==> src/rtl/als_pkg.sv <==
// constants shared by the light sensor status and refresh logic
`default_nettype none
package als_pkg;
  // ----------------------------------------------------------------
  // command codes
  // ----------------------------------------------------------------
  localparam logic [7:0] cmd_config = 8'h00;
  localparam logic [7:0] cmd_high_bound = 8'h01;
  localparam logic [7:0] cmd_low_bound = 8'h02;
  localparam logic [7:0] cmd_power_save = 8'h03;
  localparam logic [7:0] cmd_result = 8'h04;
  localparam logic [7:0] cmd_flags = 8'h06;
  // ----------------------------------------------------------------
  // field positions and reset values
  // ----------------------------------------------------------------
  localparam int flag_low_bit = 15;
  localparam int flag_high_bit = 14;
  localparam int ps_on_bit = 0;
  localparam int ps_level_lo = 1;
  localparam int cfg_int_en_bit = 1;
  localparam int cfg_it_lo = 6;
  localparam int cfg_gain_lo = 11;
  localparam logic [15:0] config_reset = 16'h0000;
  localparam logic [15:0] high_bound_reset = 16'h0000;
  localparam logic [15:0] low_bound_reset = 16'h0000;
  localparam logic [2:0] power_save_reset = 3'h0;
  // ----------------------------------------------------------------
  // timing
  // ----------------------------------------------------------------
  localparam int clk_mhz = 100;
  localparam int ns_per_ms = 1000000;
  localparam int clk_period_ns = 1000 / clk_mhz;
  localparam int ms_cycles_default = ns_per_ms / clk_period_ns;
  // idle wait per power save level; with power saving on, period = wait + integration time
  localparam logic [12:0] wait_ms_l1 = 13'd500;
  localparam logic [12:0] wait_ms_l2 = 13'd1000;
  localparam logic [12:0] wait_ms_l3 = 13'd2000;
  localparam logic [12:0] wait_ms_l4 = 13'd4000;
  localparam logic [12:0] it_ms_c0 = 13'd100;
  localparam logic [12:0] it_ms_c1 = 13'd200;
  localparam logic [12:0] it_ms_c2 = 13'd400;
  localparam logic [12:0] it_ms_c3 = 13'd800;
  localparam logic [3:0] it_code_c0 = 4'h0;
  localparam logic [3:0] it_code_c1 = 4'h1;
  localparam logic [3:0] it_code_c2 = 4'h2;
  localparam logic [3:0] it_code_c3 = 4'h3;
  // resolution in units of 0.0001 lx per count
  localparam logic [15:0] res_c0 = 16'd288;
  localparam logic [15:0] res_c1 = 16'd144;
  localparam logic [15:0] res_c2 = 16'd72;
  localparam logic [15:0] res_c3 = 16'd36;
endpackage : als_pkg
`default_nettype wire

==> src/rtl/refresh_if.sv <==
// link between the register logic and the refresh timer
`timescale 1ns/10ps
`default_nettype none
interface refresh_if;
  logic [12:0] period_ms;
  logic tick;
  modport ctrl (output period_ms, input tick);
  modport timer (input period_ms, output tick);
endinterface : refresh_if
`default_nettype wire

==> src/rtl/als_status_refresh.sv <==
// ambient light command registers, crossing flags and refresh scheduling
`timescale 1ns/10ps
`default_nettype none
module als_status_refresh #(
  parameter int ms_cycles = als_pkg::ms_cycles_default
) (
  input wire logic sys_clk,
  input wire logic rst,
  input wire logic [7:0] cmd_code,
  input wire logic cmd_wr,
  input wire logic [15:0] cmd_wdata,
  input wire logic cmd_rd,
  output logic [15:0] cmd_rdata,
  input wire logic [15:0] adc_result,
  input wire logic adc_done,
  output logic meas_start,
  output logic [15:0] resolution_e4,
  output logic low_bound_cross_flag,
  output logic high_bound_cross_flag
);
  // ----------------------------------------------------------------
  // command registers
  // ----------------------------------------------------------------
  logic [15:0] config_r;
  logic [15:0] high_bound_r;
  logic [15:0] low_bound_r;
  logic [2:0] power_save_r;
  logic [15:0] result_r;
  logic low_flag_r;
  logic high_flag_r;
  logic [15:0] rdata_r;
  logic start_r;
  logic [15:0] res_r;
  logic [12:0] period_nxt;
  logic [12:0] it_ms;
  logic [12:0] wait_ms;
  logic [15:0] res_nxt;
  logic [15:0] rdata_nxt;
  logic wr_config;
  logic wr_high;
  logic wr_low;
  logic wr_power_save;

  wire logic int_en = config_r[als_pkg::cfg_int_en_bit];
  wire logic [3:0] integration_time_sel = config_r[als_pkg::cfg_it_lo +: 4];
  wire logic [1:0] light_gain_sel = config_r[als_pkg::cfg_gain_lo +: 2];
  wire logic power_save_on = power_save_r[als_pkg::ps_on_bit];
  wire logic [1:0] power_save_level = power_save_r[als_pkg::ps_level_lo +: 2];
  wire logic rd_flags = cmd_rd && (cmd_code == als_pkg::cmd_flags);
  wire logic low_cross = adc_done && int_en && (adc_result < low_bound_r);
  wire logic high_cross = adc_done && int_en && (adc_result > high_bound_r);

  refresh_if rlink ();

  refresh_timer #(.ms_cycles(ms_cycles)) u_timer (
    .sys_clk(sys_clk),
    .rst(rst),
    .link(rlink)
  );

  // status and result have no write decode, so writes to them fall away
  always_comb begin
    wr_config = 1'b0;
    wr_high = 1'b0;
    wr_low = 1'b0;
    wr_power_save = 1'b0;
    if (cmd_wr) begin
      unique case (cmd_code)
        als_pkg::cmd_config: wr_config = 1'b1;
        als_pkg::cmd_high_bound: wr_high = 1'b1;
        als_pkg::cmd_low_bound: wr_low = 1'b1;
        als_pkg::cmd_power_save: wr_power_save = 1'b1;
        default: ;
      endcase
    end
  end

  always_ff @(posedge sys_clk) begin
    if (rst) begin
      config_r <= als_pkg::config_reset;
    end else if (wr_config) begin
      config_r <= cmd_wdata;
    end
  end

  always_ff @(posedge sys_clk) begin
    if (rst) begin
      high_bound_r <= als_pkg::high_bound_reset;
    end else if (wr_high) begin
      high_bound_r <= cmd_wdata;
    end
  end

  always_ff @(posedge sys_clk) begin
    if (rst) begin
      low_bound_r <= als_pkg::low_bound_reset;
    end else if (wr_low) begin
      low_bound_r <= cmd_wdata;
    end
  end

  // reserved bits 15:3 are dropped on write and read back as zero
  always_ff @(posedge sys_clk) begin
    if (rst) begin
      power_save_r <= als_pkg::power_save_reset;
    end else if (wr_power_save) begin
      power_save_r <= cmd_wdata[2:0];
    end
  end

  // ----------------------------------------------------------------
  // refresh period
  // ----------------------------------------------------------------
  // codes outside 0000..0011 fall back to the shortest integration time
  always_comb begin
    unique case (integration_time_sel)
      als_pkg::it_code_c1: begin
        it_ms = als_pkg::it_ms_c1;
        res_nxt = als_pkg::res_c1;
      end
      als_pkg::it_code_c2: begin
        it_ms = als_pkg::it_ms_c2;
        res_nxt = als_pkg::res_c2;
      end
      als_pkg::it_code_c3: begin
        it_ms = als_pkg::it_ms_c3;
        res_nxt = als_pkg::res_c3;
      end
      default: begin
        it_ms = als_pkg::it_ms_c0;
        res_nxt = als_pkg::res_c0;
      end
    endcase
  end

  always_comb begin
    unique case (power_save_level)
      2'h0: wait_ms = als_pkg::wait_ms_l1;
      2'h1: wait_ms = als_pkg::wait_ms_l2;
      2'h2: wait_ms = als_pkg::wait_ms_l3;
      2'h3: wait_ms = als_pkg::wait_ms_l4;
    endcase
  end

  // without power saving the sensor converts back to back
  always_comb begin
    if (power_save_on) begin
      period_nxt = wait_ms + it_ms;
    end else begin
      period_nxt = it_ms;
    end
  end

  assign rlink.period_ms = period_nxt;

  always_ff @(posedge sys_clk) begin
    if (rst) begin
      start_r <= 1'b0;
      res_r <= als_pkg::res_c0;
    end else begin
      start_r <= rlink.tick;
      res_r <= res_nxt;
    end
  end

  // ----------------------------------------------------------------
  // result and crossing flags
  // ----------------------------------------------------------------
  always_ff @(posedge sys_clk) begin
    if (rst) begin
      result_r <= 16'h0000;
    end else if (adc_done) begin
      result_r <= adc_result;
    end
  end

  // flags clear on a status read, but a crossing in that same cycle wins
  always_ff @(posedge sys_clk) begin
    if (rst) begin
      low_flag_r <= 1'b0;
    end else if (low_cross) begin
      low_flag_r <= 1'b1;
    end else if (rd_flags) begin
      low_flag_r <= 1'b0;
    end
  end

  always_ff @(posedge sys_clk) begin
    if (rst) begin
      high_flag_r <= 1'b0;
    end else if (high_cross) begin
      high_flag_r <= 1'b1;
    end else if (rd_flags) begin
      high_flag_r <= 1'b0;
    end
  end

  // ----------------------------------------------------------------
  // read data
  // ----------------------------------------------------------------
  always_comb begin
    unique case (cmd_code)
      als_pkg::cmd_config: rdata_nxt = config_r;
      als_pkg::cmd_high_bound: rdata_nxt = high_bound_r;
      als_pkg::cmd_low_bound: rdata_nxt = low_bound_r;
      als_pkg::cmd_power_save: rdata_nxt = {13'h0000, power_save_r};
      als_pkg::cmd_result: rdata_nxt = result_r;
      als_pkg::cmd_flags: rdata_nxt = {low_flag_r, high_flag_r, 14'h0000};
      default: rdata_nxt = 16'h0000;
    endcase
  end

  always_ff @(posedge sys_clk) begin
    if (rst) begin
      rdata_r <= 16'h0000;
    end else if (cmd_rd) begin
      rdata_r <= rdata_nxt;
    end
  end

  assign cmd_rdata = rdata_r;
  assign meas_start = start_r;
  assign resolution_e4 = res_r;
  assign low_bound_cross_flag = low_flag_r;
  assign high_bound_cross_flag = high_flag_r;

  // gain only scales the front end; period and flags do not depend on it
  logic unused_gain;
  assign unused_gain = ^light_gain_sel;
endmodule : als_status_refresh
`default_nettype wire

==> src/rtl/refresh_timer.sv <==
// millisecond divider and measurement repeat counter
`timescale 1ns/10ps
`default_nettype none
module refresh_timer #(
  parameter int ms_cycles = als_pkg::ms_cycles_default
) (
  input wire logic sys_clk,
  input wire logic rst,
  refresh_if.timer link
);
  logic [16:0] div_r;
  logic ms_en_r;
  logic [12:0] ms_cnt_r;
  logic tick_r;

  // one cycle enable per millisecond
  always_ff @(posedge sys_clk) begin
    if (rst) begin
      div_r <= 17'h00000;
      ms_en_r <= 1'b0;
    end else if (div_r == 17'(ms_cycles - 1)) begin
      div_r <= 17'h00000;
      ms_en_r <= 1'b1;
    end else begin
      div_r <= div_r + 17'h00001;
      ms_en_r <= 1'b0;
    end
  end

  // a shortened period takes effect at once instead of waiting out the old one
  always_ff @(posedge sys_clk) begin
    if (rst) begin
      ms_cnt_r <= 13'h0000;
      tick_r <= 1'b0;
    end else if (ms_en_r && (ms_cnt_r + 13'h0001 >= link.period_ms)) begin
      ms_cnt_r <= 13'h0000;
      tick_r <= 1'b1;
    end else begin
      if (ms_en_r) begin
        ms_cnt_r <= ms_cnt_r + 13'h0001;
      end
      tick_r <= 1'b0;
    end
  end

  assign link.tick = tick_r;
endmodule : refresh_timer
`default_nettype wire

==> config.mk <==
export PLATFORM = sky130hd
export DESIGN_NAME = als_status_refresh
export DESIGN_NICKNAME = d
export VERILOG_FILES = /design/src/rtl/als_pkg.sv /design/src/rtl/refresh_if.sv /design/src/rtl/als_status_refresh.sv /design/src/rtl/refresh_timer.sv
export SDC_FILE = /design/constraint.sdc
export NUM_CORES = 1
export LEC_CHECK = 0
export BUFFER_PORTS_ARGS = -buffer_cell sky130_fd_sc_hd__buf_2
export CAP_MARGIN = 20
export CORE_ASPECT_RATIO = 1.1
export CORE_MARGIN = 2
export CORE_UTILIZATION = 59
export DETAILED_ROUTE_END_ITERATION = 8
export GPL_TIMING_DRIVEN = 0
export PLACE_DENSITY = 0.84
export SETUP_SLACK_MARGIN = 0.05
export SLEW_MARGIN = 20
export SYNTH_ARGS = -nofsm -noshare
export SYNTH_HDL_FRONTEND = slang
export SYNTH_SLANG_ARGS = --single-unit
==> constraint.sdc <==
create_clock -name sys_clk -period 3.9 [get_ports sys_clk]
set_input_delay 0.975 -clock sys_clk [delete_from_list [all_inputs] [get_ports sys_clk]]
set_output_delay 0.975 -clock sys_clk [all_outputs]
set_load 0.02 [all_outputs]
==> flow_metrics.tcl <==
set metrics [dict create \
    status "finished, final reports clean" \
    hold_class "flop to flop" \
    synth-seq-cells 123 \
    drt_wl_total_um 17000 \
    hold_viol_final 0 \
    power_leakage_nw 3.46 \
    syn_inst 759 \
    io_buffer_count 68 \
    maxCapViolCount 0 \
    cp_cell_sequence "clkbuf_1, o21ai_4, ha_1, inv_1, fa_1, nor2b_1, o21ai_0, a21oi_1, and4b_1, xor2_1, ha_1, and4_1, a21oi_1, a22oi_2, buf_4, nor2_1" \
    syn_avg_cell_area_um2 8.79 \
    tns_ps 0 \
    placed_cell_area_mm2 0.00723 \
    drive_gt1_share_pct 15.7 \
    post_drt_wl_per_cell_um 16.8 \
    final_common_cell "dfxtp_1" \
    start_util_pct 60.9 \
    final_net_count 951 \
    grt_pass1_wl_um 27200 \
    setup_viol 0 \
    yosys.cell_types.count 53 \
    rsz0062_at_grt "no" \
    die_area_mm2 0.0122 \
    route.detailed.drc 0 \
    via_per_inst 5.73 \
    report.final.slew_viol_count 0 \
    cts_sinks 123 \
    design_area_mm2 0.00782 \
    io_pins 80 \
    crit_type "flop to flop" \
    grt_usage_pct 28.7 \
    grt_max_degree 17 \
    gr-total-overflow 0 \
    syn2layout_area_growth_pct 17.1 \
    cts_buffers 17 \
    fillers 860 \
    use_met2_pct 50.8 \
    ant_nets 0 \
    drt_iter0_markers 385 \
    tightestPinTransition_ps 1020 \
    rows 40 \
    arrival_ps 3910 \
    busiest_layer "met2" \
    drt-pass1-iter-count 5 \
    die_h_um 116 \
    start_kind "flop" \
    num_antenna_cells 0 \
    grtUsageMet1_pct 32.3 \
    dpl.hpwl_um 12100 \
    final_util_pct 71.3 \
    synth_ff_type "dfxtp_1" \
    peakVddDrop_v 0.000290 \
    p_per_area_mw_per_mm2 379 \
    timing.slew.headroom_pct 30.9 \
    finClkSkew_ps 6.03 \
    ys_warn_count 0 \
    via_count 5803 \
    synth-async-reset-ratio_pct 0 \
    synth_edf_count 0 \
    crit_path_top_delay_cell "fa_1" \
    routabilityCongestion 0.913 \
    htree_levels 4 \
    crit_path_max_fanout 10 \
    grtUsageMet3_pct 7.09 \
    end_kind "flop" \
    clkTransAtPathRegs_ps 50 \
    fin_total_pwr_w 0.00296 \
    fmax_ghz 0.278 \
    worstPathRequired_ps 4200 \
    seq_area_frac_synth_pct 36.9 \
    fin_crit_ps 3600 \
    cts_tree "done" \
    die_x_um 105 \
    grt_pass1_vias 5626 \
    coreArea_mm2 0.0110 \
    root_buffer "clkbuf_16" \
    antenna_found_initial 1 \
    clockBufferDepth 2 \
    fin_crit_sh_pct 92.4 \
    final_cell_mix "dfxtp_1, nor2_1, buf_2" \
    insertion_delay_ps 410 \
    slowest_delay_ps 410 \
    syn_area_mm2 0.00667 \
]
critical path: cells and delay by family (launching register included):
family                   cells  cell delay [ps]
adder cells (fa/ha/maj)      3              910
flip-flops                   1              300
XOR/XNOR                     1              160
AO/OA/AOI/OAI                5              970
AND/OR/NAND/NOR              4              640
buffers and inverters        3              510
worst paths after layout:
path                            cells after the start                                to                    startpoint  slack, ps
worst max-delay path                               16  u_timer.ms_cnt_r[6]$_SDFFE_PP0P_      config_r[7]$_SDFFE_PP0P_        300
worst min-delay path                                1             meas_start$_SDFF_PP0_  u_timer.link.tick$_SDFF_PP0_        450
worst max register to register                     16  u_timer.ms_cnt_r[6]$_SDFFE_PP0P_      config_r[7]$_SDFFE_PP0P_        300
worst min register to register                      1             meas_start$_SDFF_PP0_  u_timer.link.tick$_SDFF_PP0_        450
cells by family after synthesis:
family / after synthesis / synth area share [%]
xor gates and xnor gates: 44 / 5.78
other: 1 / 0.0562
muxes: 71 / 11.6
adders and majority gates: 52 / 9.86
buffers and inverters: 99 / 6.75
AOI/OAI and AO/OA: 112 / 10.9
DFF: 123 / 36.9
and+or+nand+nor: 257 / 18.1
power by group:
part           leakage [nW]  switching [W]  internal (W)
combinational          2.19       0.000120     0.0000709
sequential            0.994     0.00000887       0.00127
clock                 0.269       0.000559      0.000931
total                  3.46       0.000688       0.00227
stage by stage:
stage	hold slack, ps	worst slack [ps]	cells
after floorplan	414	407	767
after global placement	429	-303	982
after detailed placement	436	-393	982
after CTS	448	112	1013
after global routing	460	24.2	1013
final	446	298	1013
area by class of cell:
class	instances	area (um^2)	share of cell area [%]
Multi-Input combinational cell	545	3810	48.8
Sequential cell	123	2460	31.5
Clock buffer	19	433	5.54
Timing Repair Buffer	69	348	4.45
Buffer	48	263	3.36
Inverter	50	188	2.40
Tap cell	147	184	2.35
Clock inverter	12	125	1.60
layer usage:
layer / vias to the layer above / wire [um]
li1: 2801 / -
met1: 2710 / 6880
met2: 235 / 8280
met4: 2 / 663
met5: - / 11
met3: 55 / 1200
cell usage after synthesis, types with 2 or more instances:
master,instances,area (um^2)
or2_2,2,12.5
nor4_1,2,12.5
nand3_1,28,140
and4_1,5,43.8
clkbuf_1,25,93.8
dfxtp_1,123,2460
inv_1,50,188
o211ai_1,2,15.0
nand3_2,2,20.0
o22ai_1,14,87.6
mux2i_1,64,641
and2_1,7,43.8
or4_4,2,22.5
nor2b_1,9,56.3
xor2_1,23,201
buf_1,5,18.8
a41oi_1,2,17.5
o21ai_0,11,55.1
ha_1,51,638
and3_1,8,50.1
a22o_1,14,123
buf_2,3,15.0
a211oi_1,5,37.5
buf_4,12,90.1
nand4_1,10,62.6
a21boi_0,2,15.0
a21o_1,5,37.5
a22oi_1,13,97.6
mux4_2,5,113
a21oi_1,37,185
nor3_1,6,30.0
o2111ai_1,2,17.5
nor3b_1,2,15.0
nand2_1,63,236
nand3b_1,3,22.5
nor2_1,99,372
nand2b_1,3,18.8
xnor2_1,21,184
mux2_2,2,22.5
buf_6,4,45.0
state kept, by name (all words and copies together), names as in the netlist:
name	cells
result_r	16
high_bound_r	16
high_bound_cross_flag	1
u_timer.link.tick	1
low_bound_cross_flag	1
meas_start	1
u_timer.ms_en_r	1
u_timer.ms_cnt_r	13
config_r	16
cmd_rdata	16
power_save_r	3
low_bound_r	16
u_timer.div_r	17
resolution_e4	5
what timing repair did:
item	4_1_cts	5_1_grt
hold buffers	0	0
setup endpoints to repair	13	10
pin swaps	0	1
gates resized for setup	4	6
setup buffers	0	1
(Power assumes the default switching activity.)
